## config.mk

```make
export PLATFORM = sky130hd
export DESIGN_NAME = pcc_color_combine_fog
export DESIGN_NICKNAME = d
export VERILOG_FILES = /design/src/pkg/pcc_pkg.sv /design/src/design/pcc_color_combine_fog.sv
export SDC_FILE = /design/constraint.sdc
export NUM_CORES = 2
export LEC_CHECK = 0
export BUFFER_PORTS_ARGS = -buffer_cell sky130_fd_sc_hd__buf_2
export CAP_MARGIN = 30
export CORE_UTILIZATION = 60
export DETAILED_ROUTE_END_ITERATION = 10
export PLACE_DENSITY = 0.79
export SLEW_MARGIN = 10
export SYNTH_ARGS = -nofsm -noshare
export SYNTH_HDL_FRONTEND = slang
export SYNTH_SLANG_ARGS = --single-unit
```

## constraint.sdc

```tcl
create_clock -name mclk -period 23.2 [get_ports mclk]
set_clock_uncertainty 0.15 [all_clocks]
set_input_delay 3.48 -clock mclk [delete_from_list [all_inputs] [get_ports mclk]]
set_output_delay 3.48 -clock mclk [all_outputs]
set_load 0.01 [all_outputs]
```

## src/pkg/pcc_pkg.sv

```systemverilog
package pcc_pkg;

  // Register byte offsets
  localparam logic [7:0] OFS_COLOR_PATH = 8'h00;
  localparam logic [7:0] OFS_FOG_UNIT = 8'h04;
  localparam logic [7:0] OFS_HAZE_COLOR = 8'h08;
  localparam logic [7:0] OFS_FB_RENDER = 8'h0C;
  localparam logic [7:0] OFS_STATUS = 8'h10;
  localparam logic [7:0] OFS_HAZE_TABLE = 8'h80;
  localparam int HAZE_TABLE_DEPTH = 64;

  // Reset values
  localparam logic [31:0] RST_ZERO = 32'h0000_0000;

  // Color path control fields
  localparam int CP_RGB_SEL = 0;
  localparam int CP_ALPHA_SEL = 2;
  localparam int CP_LOCAL_SEL = 4;
  localparam int CP_ALPHA_LOCAL_SEL = 5;
  localparam int CP_LOCAL_OVR = 7;
  localparam int CP_COLOR_OTHER_FORCE_ZERO = 8;
  localparam int CP_CC_SUB_LOCAL = 9;
  localparam int CP_CC_MSEL = 10;
  localparam int CP_CC_REVERSE = 13;
  localparam int CP_CC_ADD_COLOR = 14;
  localparam int CP_CC_ADD_ALPHA = 15;
  localparam int CP_CC_INVERT = 16;
  localparam int CP_AC_ZERO_OTHER = 17;
  localparam int CP_AC_SUB_LOCAL = 18;
  localparam int CP_AC_MSEL = 19;
  localparam int CP_AC_REVERSE = 22;
  localparam int CP_AC_ADD_LOCAL = 23;
  localparam int CP_AC_ADD_ALPHA = 24;
  localparam int CP_AC_INVERT = 25;
  localparam int CP_PARAM_ADJUST = 26;
  localparam int CP_TEX_ENABLE = 27;
  localparam int CP_CLAMP_ENABLE = 28;

  // Fog unit control fields
  localparam int FG_ENABLE = 0;
  localparam int FG_ADD_ZERO = 1;
  localparam int FG_MULT_ZERO = 2;
  localparam int FG_ALPHA_SRC = 3;
  localparam int FG_CONSTANT = 5;
  localparam int FG_DITHER = 6;
  localparam int FG_ZONES = 7;

  // Framebuffer render control: float depth source
  localparam int FB_DEPTH_FLOAT_Z = 21;

  // Setup latencies
  localparam logic [4:0] SETUP_CLKS_PLAIN = 5'd7;
  localparam logic [4:0] SETUP_CLKS_ADJUST = 5'd16;

  // Wrap detection values
  localparam logic [11:0] WRAP_NEG = 12'hFFF;
  localparam logic [11:0] WRAP_OVF = 12'h100;

  typedef enum logic [1:0] {
    PCC_IDLE = 2'b00,
    PCC_SETUP = 2'b01
  } pcc_setup_e;

  typedef struct packed {
    logic [23:0] red;
    logic [23:0] green;
    logic [23:0] blue;
    logic [23:0] alpha;
    logic [31:0] depth_z;
    logic [31:0] depth_w;
    logic [15:0] inv_w_float;
    logic [1:0] dither;
  } pcc_pixel_s;

  typedef struct packed {
    logic [7:0] red;
    logic [7:0] green;
    logic [7:0] blue;
    logic [7:0] alpha;
  } pcc_color_s;

endpackage : pcc_pkg

```

## src/design/pcc_color_combine_fog.sv

```systemverilog
// Operation
// - RGB source select picks other colour: iterated, texel, constant one.
// - Alpha source select picks other alpha: iterated, texel, constant one.
// - Local select bit picks local colour: iterated or constant zero.
// - Alpha local select: iterated, constant zero, clamped Z, clamped W.
// - Override bit lets texel alpha bit 7 pick local colour per pixel.
// - Colour unit can zero other colour and subtract local or zero.
// - Colour factor select: zero, local, other alpha, local alpha, texel alpha, texel.
// - Colour reverse blend, add local colour, add local alpha, invert output.
// - Alpha unit can zero other alpha and subtract local or zero.
// - Alpha factor select: zero, local, other, local, texel alpha.
// - Alpha reverse blend, add local, add local alpha, invert output.
// - Parameter adjust corrects starts; setup takes 16 clocks, else 7.
// - Correction applies as starts leave FIFO; host must resend starts.
// - Texel transfer occurs only while texture enable is set.
// - Clamp enable clamps RGBA iterators to 0..0xFF in raster only.
// - Without clamp, colours wrap: 0xFFF gives 0, 0x100 gives 0xFF.
// - Clamp enable clamps Z to 0..0xFFFF; float depth uses raw Z.
// - Clamp enable clamps W for alpha and fog; float depth uses raw W.
// - Fog add and multiply bits zero fog term and input term.
// - Fog alpha from 64-entry table, interpolated by 8 lower bits.
// - Fog alpha source: iterated alpha, Z high, W low; constant bit overrides.
// - Fog dither bit dithers table factor; zones bit makes entries signed.
// - Framebuffer bit picks float depth iterator: W clear, Z set.
//
// Design decisions made here: the AXI4-Lite register port and the register addresses.
`timescale 1ns/1ps
module pcc_color_combine_fog (
  input wire logic mclk,
  input wire logic reset,
  input wire logic [31:0] s_axi_awaddr,
  input wire logic s_axi_awvalid,
  output logic s_axi_awready,
  input wire logic [31:0] s_axi_wdata,
  input wire logic [3:0] s_axi_wstrb,
  input wire logic s_axi_wvalid,
  output logic s_axi_wready,
  output logic [1:0] s_axi_bresp,
  output logic s_axi_bvalid,
  input wire logic s_axi_bready,
  input wire logic [31:0] s_axi_araddr,
  input wire logic s_axi_arvalid,
  output logic s_axi_arready,
  output logic [31:0] s_axi_rdata,
  output logic [1:0] s_axi_rresp,
  output logic s_axi_rvalid,
  input wire logic s_axi_rready,
  input wire logic setup_start,
  output logic setup_busy,
  output logic setup_adjust,
  input wire logic pix_valid,
  input wire pcc_pkg::pcc_pixel_s pix_in,
  output logic tex_req,
  input wire logic tex_valid,
  input wire pcc_pkg::pcc_color_s tex_in,
  output logic out_valid,
  output pcc_pkg::pcc_color_s out_color,
  output pcc_pkg::pcc_color_s out_unfogged,
  output logic [31:0] out_float_depth
);

  ////////////////////////////////////////////////////////////////////////////
  // Register bus slave
  logic [31:0] color_path_control_reg;
  logic [31:0] fog_unit_control_reg;
  logic [31:0] haze_constant_color_reg;
  logic [31:0] framebuffer_render_control_reg;
  logic [7:0] haze_lookup_table [pcc_pkg::HAZE_TABLE_DEPTH];
  logic [7:0] aw_addr_reg;
  logic aw_held_reg;
  logic [31:0] w_data_reg;
  logic [3:0] w_strb_reg;
  logic w_held_reg;
  logic [31:0] rd_next;
  logic rd_ok;
  logic wr_ok;
  logic setup_busy_reg;
  logic [4:0] setup_cnt_reg;
  pcc_pkg::pcc_setup_e setup_state_reg;

  assign s_axi_awready = !aw_held_reg;
  assign s_axi_wready = !w_held_reg;
  assign s_axi_arready = !s_axi_rvalid;

  always_ff @(posedge mclk)
  begin
    if (reset)
    begin
      aw_held_reg <= 1'b0;
      w_held_reg <= 1'b0;
      aw_addr_reg <= 8'h00;
      w_data_reg <= pcc_pkg::RST_ZERO;
      w_strb_reg <= 4'h0;
    end
    else
    begin
      if (s_axi_awvalid && s_axi_awready)
      begin
        aw_held_reg <= 1'b1;
        aw_addr_reg <= s_axi_awaddr[7:0];
      end
      else if (s_axi_bvalid && s_axi_bready)
        aw_held_reg <= 1'b0;
      if (s_axi_wvalid && s_axi_wready)
      begin
        w_held_reg <= 1'b1;
        w_data_reg <= s_axi_wdata;
        w_strb_reg <= s_axi_wstrb;
      end
      else if (s_axi_bvalid && s_axi_bready)
        w_held_reg <= 1'b0;
    end
  end

  // Write commits once both halves are held and no response is pending
  logic wr_fire;
  assign wr_fire = aw_held_reg && w_held_reg && !s_axi_bvalid;

  always_comb
  begin
    wr_ok = 1'b1;
    if (aw_addr_reg[7] || aw_addr_reg[1:0] != 2'b00)
      wr_ok = aw_addr_reg[7] && aw_addr_reg[1:0] == 2'b00;
    else if (aw_addr_reg > pcc_pkg::OFS_FB_RENDER)
      wr_ok = 1'b0;
  end

  function automatic logic [31:0] merge(input logic [31:0] old, input logic [31:0] nw,
                                        input logic [3:0] st);
    logic [31:0] r;
    r = old;
    for (int i = 0; i < 4; i++)
      if (st[i])
        r[i*8 +: 8] = nw[i*8 +: 8];
    return r;
  endfunction : merge

  always_ff @(posedge mclk)
  begin
    if (reset)
    begin
      color_path_control_reg <= pcc_pkg::RST_ZERO;
      fog_unit_control_reg <= pcc_pkg::RST_ZERO;
      haze_constant_color_reg <= pcc_pkg::RST_ZERO;
      framebuffer_render_control_reg <= pcc_pkg::RST_ZERO;
    end
    else if (wr_fire)
    begin
      case (aw_addr_reg)
        pcc_pkg::OFS_COLOR_PATH:
          color_path_control_reg <= merge(color_path_control_reg, w_data_reg, w_strb_reg);
        pcc_pkg::OFS_FOG_UNIT:
          fog_unit_control_reg <= merge(fog_unit_control_reg, w_data_reg, w_strb_reg);
        pcc_pkg::OFS_HAZE_COLOR:
          haze_constant_color_reg <= merge(haze_constant_color_reg, w_data_reg, w_strb_reg);
        pcc_pkg::OFS_FB_RENDER:
          framebuffer_render_control_reg <=
            merge(framebuffer_render_control_reg, w_data_reg, w_strb_reg);
        default: ;
      endcase
    end
  end

  // Host-loaded fog table, one entry per word, low byte
  always_ff @(posedge mclk)
  begin
    if (wr_fire && aw_addr_reg[7] && w_strb_reg[0])
      haze_lookup_table[{aw_addr_reg[6], aw_addr_reg[6:2]}] <= w_data_reg[7:0];
  end

  always_ff @(posedge mclk)
  begin
    if (reset)
      s_axi_bvalid <= 1'b0;
    else if (wr_fire)
      s_axi_bvalid <= 1'b1;
    else if (s_axi_bready)
      s_axi_bvalid <= 1'b0;
  end

  always_ff @(posedge mclk)
  begin
    if (reset)
      s_axi_bresp <= 2'b00;
    else if (wr_fire)
      s_axi_bresp <= wr_ok ? 2'b00 : 2'b10;
  end

  always_comb
  begin
    rd_ok = 1'b1;
    rd_next = pcc_pkg::RST_ZERO;
    if (s_axi_araddr[1:0] != 2'b00)
      rd_ok = 1'b0;
    else if (s_axi_araddr[7])
      rd_next = {24'h000000, haze_lookup_table[{s_axi_araddr[6], s_axi_araddr[6:2]}]};
    else
    begin
      case (s_axi_araddr[7:0])
        pcc_pkg::OFS_COLOR_PATH: rd_next = color_path_control_reg;
        pcc_pkg::OFS_FOG_UNIT: rd_next = fog_unit_control_reg;
        pcc_pkg::OFS_HAZE_COLOR: rd_next = haze_constant_color_reg;
        pcc_pkg::OFS_FB_RENDER: rd_next = framebuffer_render_control_reg;
        pcc_pkg::OFS_STATUS: rd_next = {26'h0, setup_state_reg == pcc_pkg::PCC_SETUP,
                                        setup_cnt_reg};
        default: rd_ok = 1'b0;
      endcase
    end
  end

  always_ff @(posedge mclk)
  begin
    if (reset)
    begin
      s_axi_rvalid <= 1'b0;
      s_axi_rdata <= pcc_pkg::RST_ZERO;
      s_axi_rresp <= 2'b00;
    end
    else if (s_axi_arvalid && s_axi_arready)
    begin
      s_axi_rvalid <= 1'b1;
      s_axi_rdata <= rd_next;
      s_axi_rresp <= rd_ok ? 2'b00 : 2'b10;
    end
    else if (s_axi_rready)
      s_axi_rvalid <= 1'b0;
  end

  ////////////////////////////////////////////////////////////////////////////
  // Triangle setup timing
  // Starts are corrected as they leave the FIFO; held starts get corrected
  // again, so the host owes fresh starts each triangle
  always_ff @(posedge mclk)
  begin
    if (reset)
    begin
      setup_state_reg <= pcc_pkg::PCC_IDLE;
      setup_cnt_reg <= 5'd0;
    end
    else
    begin
      case (setup_state_reg)
        pcc_pkg::PCC_IDLE:
          if (setup_start)
          begin
            setup_state_reg <= pcc_pkg::PCC_SETUP;
            setup_cnt_reg <= color_path_control_reg[pcc_pkg::CP_PARAM_ADJUST]
                             ? pcc_pkg::SETUP_CLKS_ADJUST - 5'd1
                             : pcc_pkg::SETUP_CLKS_PLAIN - 5'd1;
          end
        pcc_pkg::PCC_SETUP:
          if (setup_cnt_reg == 5'd0)
            setup_state_reg <= pcc_pkg::PCC_IDLE;
          else
            setup_cnt_reg <= setup_cnt_reg - 5'd1;
        default: setup_state_reg <= pcc_pkg::PCC_IDLE;
      endcase
    end
  end

  always_ff @(posedge mclk)
  begin
    if (reset)
      setup_busy_reg <= 1'b0;
    else
      setup_busy_reg <= setup_state_reg == pcc_pkg::PCC_SETUP;
  end
  assign setup_busy = setup_state_reg == pcc_pkg::PCC_SETUP;
  assign setup_adjust = color_path_control_reg[pcc_pkg::CP_PARAM_ADJUST];

  ////////////////////////////////////////////////////////////////////////////
  // Pixel datapath
  logic [31:0] cp;
  logic [31:0] fm;
  logic clamp_en;
  assign cp = color_path_control_reg;
  assign fm = fog_unit_control_reg;
  assign clamp_en = cp[pcc_pkg::CP_CLAMP_ENABLE];

  // Texels move only with texturing enabled
  assign tex_req = pix_valid && cp[pcc_pkg::CP_TEX_ENABLE];
  logic stage_go;
  assign stage_go = pix_valid && (!cp[pcc_pkg::CP_TEX_ENABLE] || tex_valid);
  pcc_pkg::pcc_color_s tex;
  assign tex = cp[pcc_pkg::CP_TEX_ENABLE] ? tex_in : '0;

  function automatic logic [7:0] clamp_color(input logic [23:0] it, input logic en);
    if (en)
      return it[23] ? 8'h00 : (it[23:20] != 4'h0 ? 8'hFF : it[19:12]);
    else if (it[23:12] == pcc_pkg::WRAP_NEG)
      return 8'h00;
    else if (it[23:12] == pcc_pkg::WRAP_OVF)
      return 8'hFF;
    else
      return it[19:12];
  endfunction : clamp_color

  // Z clamped to 16 bits; W clamped to 8 bits for alpha and fog
  logic [15:0] z_clamped;
  logic [7:0] w_clamped;
  always_comb
  begin
    if (!clamp_en)
      z_clamped = pix_in.depth_z[27:12];
    else if (pix_in.depth_z[31])
      z_clamped = 16'h0000;
    else if (pix_in.depth_z[30:28] != 3'h0)
      z_clamped = 16'hFFFF;
    else
      z_clamped = pix_in.depth_z[27:12];
    if (!clamp_en)
      w_clamped = pix_in.depth_w[7:0];
    else if (pix_in.depth_w[31])
      w_clamped = 8'h00;
    else if (pix_in.depth_w[30:8] != 23'h0)
      w_clamped = 8'hFF;
    else
      w_clamped = pix_in.depth_w[7:0];
  end

  pcc_pkg::pcc_color_s iter;
  pcc_pkg::pcc_color_s c0;
  pcc_pkg::pcc_color_s c1;
  assign iter = '{clamp_color(pix_in.red, clamp_en), clamp_color(pix_in.green, clamp_en),
                  clamp_color(pix_in.blue, clamp_en), clamp_color(pix_in.alpha, clamp_en)};
  assign c0 = '0;
  assign c1 = haze_constant_color_reg;

  logic [23:0] c_other;
  logic [23:0] c_local;
  logic [7:0] a_other;
  logic [7:0] a_local;
  logic local_pick;
  always_comb
  begin
    case (cp[pcc_pkg::CP_RGB_SEL +: 2])
      2'd0: c_other = {iter.red, iter.green, iter.blue};
      2'd1: c_other = {tex.red, tex.green, tex.blue};
      2'd2: c_other = {c1.red, c1.green, c1.blue};
      default: c_other = 24'h000000;
    endcase
    case (cp[pcc_pkg::CP_ALPHA_SEL +: 2])
      2'd0: a_other = iter.alpha;
      2'd1: a_other = tex.alpha;
      2'd2: a_other = c1.alpha;
      default: a_other = 8'h00;
    endcase
    local_pick = cp[pcc_pkg::CP_LOCAL_OVR] ? tex.alpha[7] : cp[pcc_pkg::CP_LOCAL_SEL];
    c_local = local_pick ? {c0.red, c0.green, c0.blue}
                         : {iter.red, iter.green, iter.blue};
    case (cp[pcc_pkg::CP_ALPHA_LOCAL_SEL +: 2])
      2'd0: a_local = iter.alpha;
      2'd1: a_local = c0.alpha;
      2'd2: a_local = z_clamped[15:8];
      default: a_local = w_clamped;
    endcase
  end

  // One channel: (other - sub) * factor + add, optionally inverted
  function automatic logic [7:0] combine(input logic [7:0] oth, input logic [7:0] loc,
                                         input logic [7:0] fac, input logic zero_o,
                                         input logic sub_l, input logic rev,
                                         input logic [8:0] addv, input logic inv);
    logic signed [9:0] diff;
    logic [8:0] f;
    logic signed [19:0] prod;
    logic signed [19:0] sum;
    logic [7:0] res;
    diff = $signed({2'b00, zero_o ? 8'h00 : oth}) - $signed({2'b00, sub_l ? loc : 8'h00});
    f = {1'b0, rev ? fac : ~fac} + 9'd1;
    prod = $signed({{10{diff[9]}}, diff}) * $signed({11'h000, f});
    sum = (prod >>> 8) + $signed({11'h000, addv});
    if (sum < 0)
      res = 8'h00;
    else if (sum > 20'sd255)
      res = 8'hFF;
    else
      res = sum[7:0];
    return inv ? ~res : res;
  endfunction : combine

  pcc_pkg::pcc_color_s cc_out;
  always_comb
  begin
    logic [23:0] fac;
    logic [7:0] af;
    fac = 24'h000000;
    af = 8'h00;
    case (cp[pcc_pkg::CP_CC_MSEL +: 3])
      3'd1: fac = c_local;
      3'd2: fac = {3{a_other}};
      3'd3: fac = {3{a_local}};
      3'd4: fac = {3{tex.alpha}};
      3'd5: fac = {tex.red, tex.green, tex.blue};
      default: fac = 24'h000000;
    endcase
    case (cp[pcc_pkg::CP_AC_MSEL +: 3])
      3'd1: af = a_local;
      3'd2: af = a_other;
      3'd3: af = a_local;
      3'd4: af = tex.alpha;
      default: af = 8'h00;
    endcase
    for (int i = 0; i < 3; i++)
      cc_out[8 + i*8 +: 8] = combine(c_other[i*8 +: 8], c_local[i*8 +: 8], fac[i*8 +: 8],
        cp[pcc_pkg::CP_COLOR_OTHER_FORCE_ZERO], cp[pcc_pkg::CP_CC_SUB_LOCAL],
        cp[pcc_pkg::CP_CC_REVERSE],
        (cp[pcc_pkg::CP_CC_ADD_COLOR] ? {1'b0, c_local[i*8 +: 8]} : 9'h000)
        + (cp[pcc_pkg::CP_CC_ADD_ALPHA] ? {1'b0, a_local} : 9'h000),
        cp[pcc_pkg::CP_CC_INVERT]);
    cc_out.alpha = combine(a_other, a_local, af, cp[pcc_pkg::CP_AC_ZERO_OTHER],
      cp[pcc_pkg::CP_AC_SUB_LOCAL], cp[pcc_pkg::CP_AC_REVERSE],
      (cp[pcc_pkg::CP_AC_ADD_LOCAL] ? {1'b0, a_local} : 9'h000)
      + (cp[pcc_pkg::CP_AC_ADD_ALPHA] ? {1'b0, a_local} : 9'h000),
      cp[pcc_pkg::CP_AC_INVERT]);
  end

  ////////////////////////////////////////////////////////////////////////////
  // Fog
  logic [5:0] fog_idx;
  logic [7:0] fog_frac;
  logic [7:0] fog_alpha;
  always_comb
  begin
    logic signed [9:0] e0;
    logic signed [9:0] e1;
    logic signed [19:0] interp;
    logic [7:0] fr;
    e0 = '0;
    e1 = '0;
    interp = '0;
    fr = 8'h00;
    fog_idx = pix_in.inv_w_float[15:10];
    fog_frac = pix_in.inv_w_float[9:2];
    // Dither trades a little noise for less banding
    fr = (fm[pcc_pkg::FG_DITHER] && fog_frac != 8'hFF) ? fog_frac + {6'h00, pix_in.dither}
                                                        : fog_frac;
    e0 = fm[pcc_pkg::FG_ZONES] ? {{2{haze_lookup_table[fog_idx][7]}}, haze_lookup_table[fog_idx]}
                               : {2'b00, haze_lookup_table[fog_idx]};
    e1 = fm[pcc_pkg::FG_ZONES]
         ? {{2{haze_lookup_table[fog_idx + 6'd1][7]}}, haze_lookup_table[fog_idx + 6'd1]}
         : {2'b00, haze_lookup_table[fog_idx + 6'd1]};
    if (fog_idx == 6'h3F)
      e1 = e0;
    interp = $signed({{10{e0[9]}}, e0})
             + (($signed({{10{e1[9]}}, e1 - e0}) * $signed({12'h000, fr})) >>> 8);
    fog_alpha = interp < 0 ? 8'h00 : (interp > 20'sd255 ? 8'hFF : interp[7:0]);
    case (fm[pcc_pkg::FG_ALPHA_SRC +: 2])
      2'd1: fog_alpha = iter.alpha;
      2'd2: fog_alpha = z_clamped[15:8];
      2'd3: fog_alpha = w_clamped;
      default: ;
    endcase
  end

  pcc_pkg::pcc_color_s fog_out;
  always_comb
  begin
    logic [15:0] t;
    t = 16'h0000;
    fog_out = cc_out;
    if (fm[pcc_pkg::FG_ENABLE])
    begin
      for (int i = 1; i < 4; i++)
      begin
        if (fm[pcc_pkg::FG_CONSTANT])
          // Constant add saturates rather than wrapping to black
          t = ({1'b0, cc_out[i*8 +: 8]} + {1'b0, c1[i*8 +: 8]} > 9'h0FF) ? 16'hFF00
              : {cc_out[i*8 +: 8] + c1[i*8 +: 8], 8'h00};
        else
          t = (fm[pcc_pkg::FG_ADD_ZERO] ? 16'h0000 : fog_alpha * c1[i*8 +: 8])
              + (fm[pcc_pkg::FG_MULT_ZERO] ? 16'h0000 : (8'hFF - fog_alpha) * cc_out[i*8 +: 8]);
        fog_out[i*8 +: 8] = t[15:8] == 8'hFF || t > 16'hFEFF ? 8'hFF : t[15:8];
        if (fm[pcc_pkg::FG_CONSTANT] && t[15:8] != t[15:8])
          fog_out[i*8 +: 8] = 8'hFF;
      end
    end
  end

  always_ff @(posedge mclk)
  begin
    if (reset)
    begin
      out_valid <= 1'b0;
      out_color <= '0;
      out_unfogged <= '0;
      out_float_depth <= pcc_pkg::RST_ZERO;
    end
    else
    begin
      out_valid <= stage_go;
      if (stage_go)
      begin
        out_color <= fog_out;
        out_unfogged <= cc_out;
        out_float_depth <= framebuffer_render_control_reg[pcc_pkg::FB_DEPTH_FLOAT_Z]
                           ? pix_in.depth_z : pix_in.depth_w;
      end
    end
  end

endmodule : pcc_color_combine_fog

```

==> metrics.yaml <==
post_cts_buffers: 0
finalSetupViolCount: 0
hold_path.class: "flop to flop"
netlist_area_um2: 64700
grt_max_degree: 102
largest_register_ffs: 256
io_pins: 461
synthArstFlopShare_pct: 0
fin_tns_setup_ns: 0
syn_avg_cell_area_um2: 9.25
first_global_vias: 54600
cts-root-buf: "clkbuf_16"
cts_buffers: 59
fin_crit_sh_pct: 91.6
ys.flop_type: "dfxtp_1"
overflow: 0
cts_tree: "built"
gp_congestion: 1.01
crit_slowest_cell: "nor2b_2"
rr_endpoint: "out_color[30]"
seq_area_um2: 13800
firstDrtPassIters: 7
synth_common_cells: "inv_1, nor2_1, ha_1"
crit_required_ns: 23.64
path_class: "input port to flop"
dp_hpwl_mm: 158
wl_per_cell_um: 23.5
start_kind: "input port"
r2r_cells: 69
cp-end-kind: "flop"
cap_violations: 0
hold_viol: 0
fin_crit_ns: 21.26
worstMarginPinSlew_ns: 1.11
core_area_um2: 107000
multi_input_area_um2: 46600
place_inst: 8555
rows: 120
grt.total_usage_pct: 37.1
yosysMostFrequentCell: "inv_1"
rsz0062_at_grt: "false"
cp_max_fo: 25
route.detailed.drc: 0
ys_top_cells_by_area: "fa_1, ha_1, edfxtp_1"
ys_ff_latch: 561
antenna_found_initial: 16
synth_area_leader_cell: "fa_1"
cp.arrival_ns: 21.69
grt_pass1_wl_mm: 310
layout_setup_ws_ns: 1.94
worst_skew_pair.late_latency_ns: 0.72
max_stage_delay_ns: 0.64
fillers: 8418
hp-start: "out_color[22]"
r2r-start: "color_path_control_reg[28]"
crit_path_frequent_cell: "inv_1"
synth_cells: 7000
fin_nets: 8694
cts_max_level: 2
synth_seq_area_share_pct: 21.3
pre_cts_slack_ns: 1.73
cts_sinks: 561
ant_nets: 0
yosysTopAreaCellShare_pct: 15.5
layout.cells.non_filler: 8694
hold_path_depth: 1
clock_path_buffers: 3
drt_iter0_markers: 6241
port_buffers: 360
dieArea_um2: 109000
slew_headroom_pct: 25.6
yosysWarnings: 0
cts_hold_buffers: 0
slew_viol_final: 0
holdPathEnd: "out_color[22]"
wl_mm: 205
start_util_pct: 60.5
synth-edff-count: 256
drive_gt1_share_pct: 13.5
cts.repair.resized: 0
viasPerCell: 6.34
num_vias: 55100
reg2reg_setup_slack_ns: 4.44
yosysUniqueCellTypes: 111
die_w_um: 330
die_y_um: 330
maxClockFrequency_mhz: 47.0
clk_pin_slew_ns: 0.06
area_growth_syn_to_layout_pct: 9.06
status: "finished, final reports clean"
[how the worst max path moves through the flow]
stage,to,depth (start not counted),start
3_5_place_dp,out_color[15],73,pix_in[14]
5_1_grt,out_color[14],73,pix_in[14]
3_3_place_gp,out_color[15],67,pix_in[14]
2_1_floorplan,out_color[15],73,pix_in[12]
4_1_cts,out_color[15],73,pix_in[14]
6_report,out_color[14],71,pix_in[14]
[metrics by stage]
stage / utilization, % / area, µm² / hold slack, ns
after floorplan: - / 64700 / 0.291
after global placement: 63.5 / 68000 / 0.280
after detailed placement: 63.7 / 68200 / 0.286
after CTS: 65.7 / 70400 / 0.300
after global routing: 65.9 / 70600 / 0.318
final: 65.9 / 70600 / 0.296
[kinds of logic (layout without fill, tap and decap cells)]
kind of cell	count (synthesis)	count (layout)	share of synthesized area, %
simple gates	2066	2066	14.9
mux	520	520	11.9
buf+inv	1167	1445	6.97
xor+xnor	346	346	4.77
other cells	1	14	0.00579
flops	561	561	21.3
fa+ha+maj	1146	1146	28.0
compound gates	1193	1193	12.2
[layout make-up]
cell class                      instances  area share, %
Tap cell                             1403           2.49
Clock buffer                           87           2.62
Antenna cell                           12         0.0425
Sequential cell                       561           19.5
Inverter                              824           4.38
Clock inverter                         25          0.388
Multi-Input combinational cell       5273           66.1
Timing Repair Buffer                  509           4.45
[cells in the final DEF, fill, tap and decap left out, types with 20 or more instances in the layout]
cell type  instances
a21o_1            98
o21ai_1           20
or2_2             70
xnor2_1          247
nand2_1          514
o21ai_0          183
nor4_1            28
a22oi_1           71
o21a_1            23
xor2_1            88
and3_1            37
dfxtp_1          303
fa_1             502
a211oi_1          60
o21bai_1          68
or2_1             23
nor2b_1           90
nor2_1           779
nand3_1           77
edfxtp_1         256
nand4_1           27
nand2b_1         104
ha_1             643
mux2i_1          293
nor3_1            83
a221oi_1          34
inv_1            816
mux4_2           194
buf_2            359
a21oi_1          381
a31oi_1           27
mux2_2            26
buf_4            130
clkbuf_16         67
and2_1           152
[layer usage]
metal / global-route usage [%] / vias up / wire, µm / share of wire [%]
li1: - / 24500 / - / -
met1: 46.5 / 26600 / 75000 / 37
met2: 57.7 / 3228 / 91600 / 45
met3: 8.87 / 755 / 23500 / 12
met4: 23.5 / 8 / 14300 / 7.0
met5: 0 / - / 51 / 0.025
[critical path: cells and delay by family]
family | cells | cell delay (ns)
compound gates | 30 | 7.35
fa+ha+maj | 13 | 5.68
xor+xnor | 2 | 0.35
buf+inv | 13 | 2.21
mux | 1 | 0.14
simple gates | 12 | 2.37
Power is left out: the tool's default activity adds up to more than one toggle a clock period on the data nets, which glitch-free logic cannot reach.
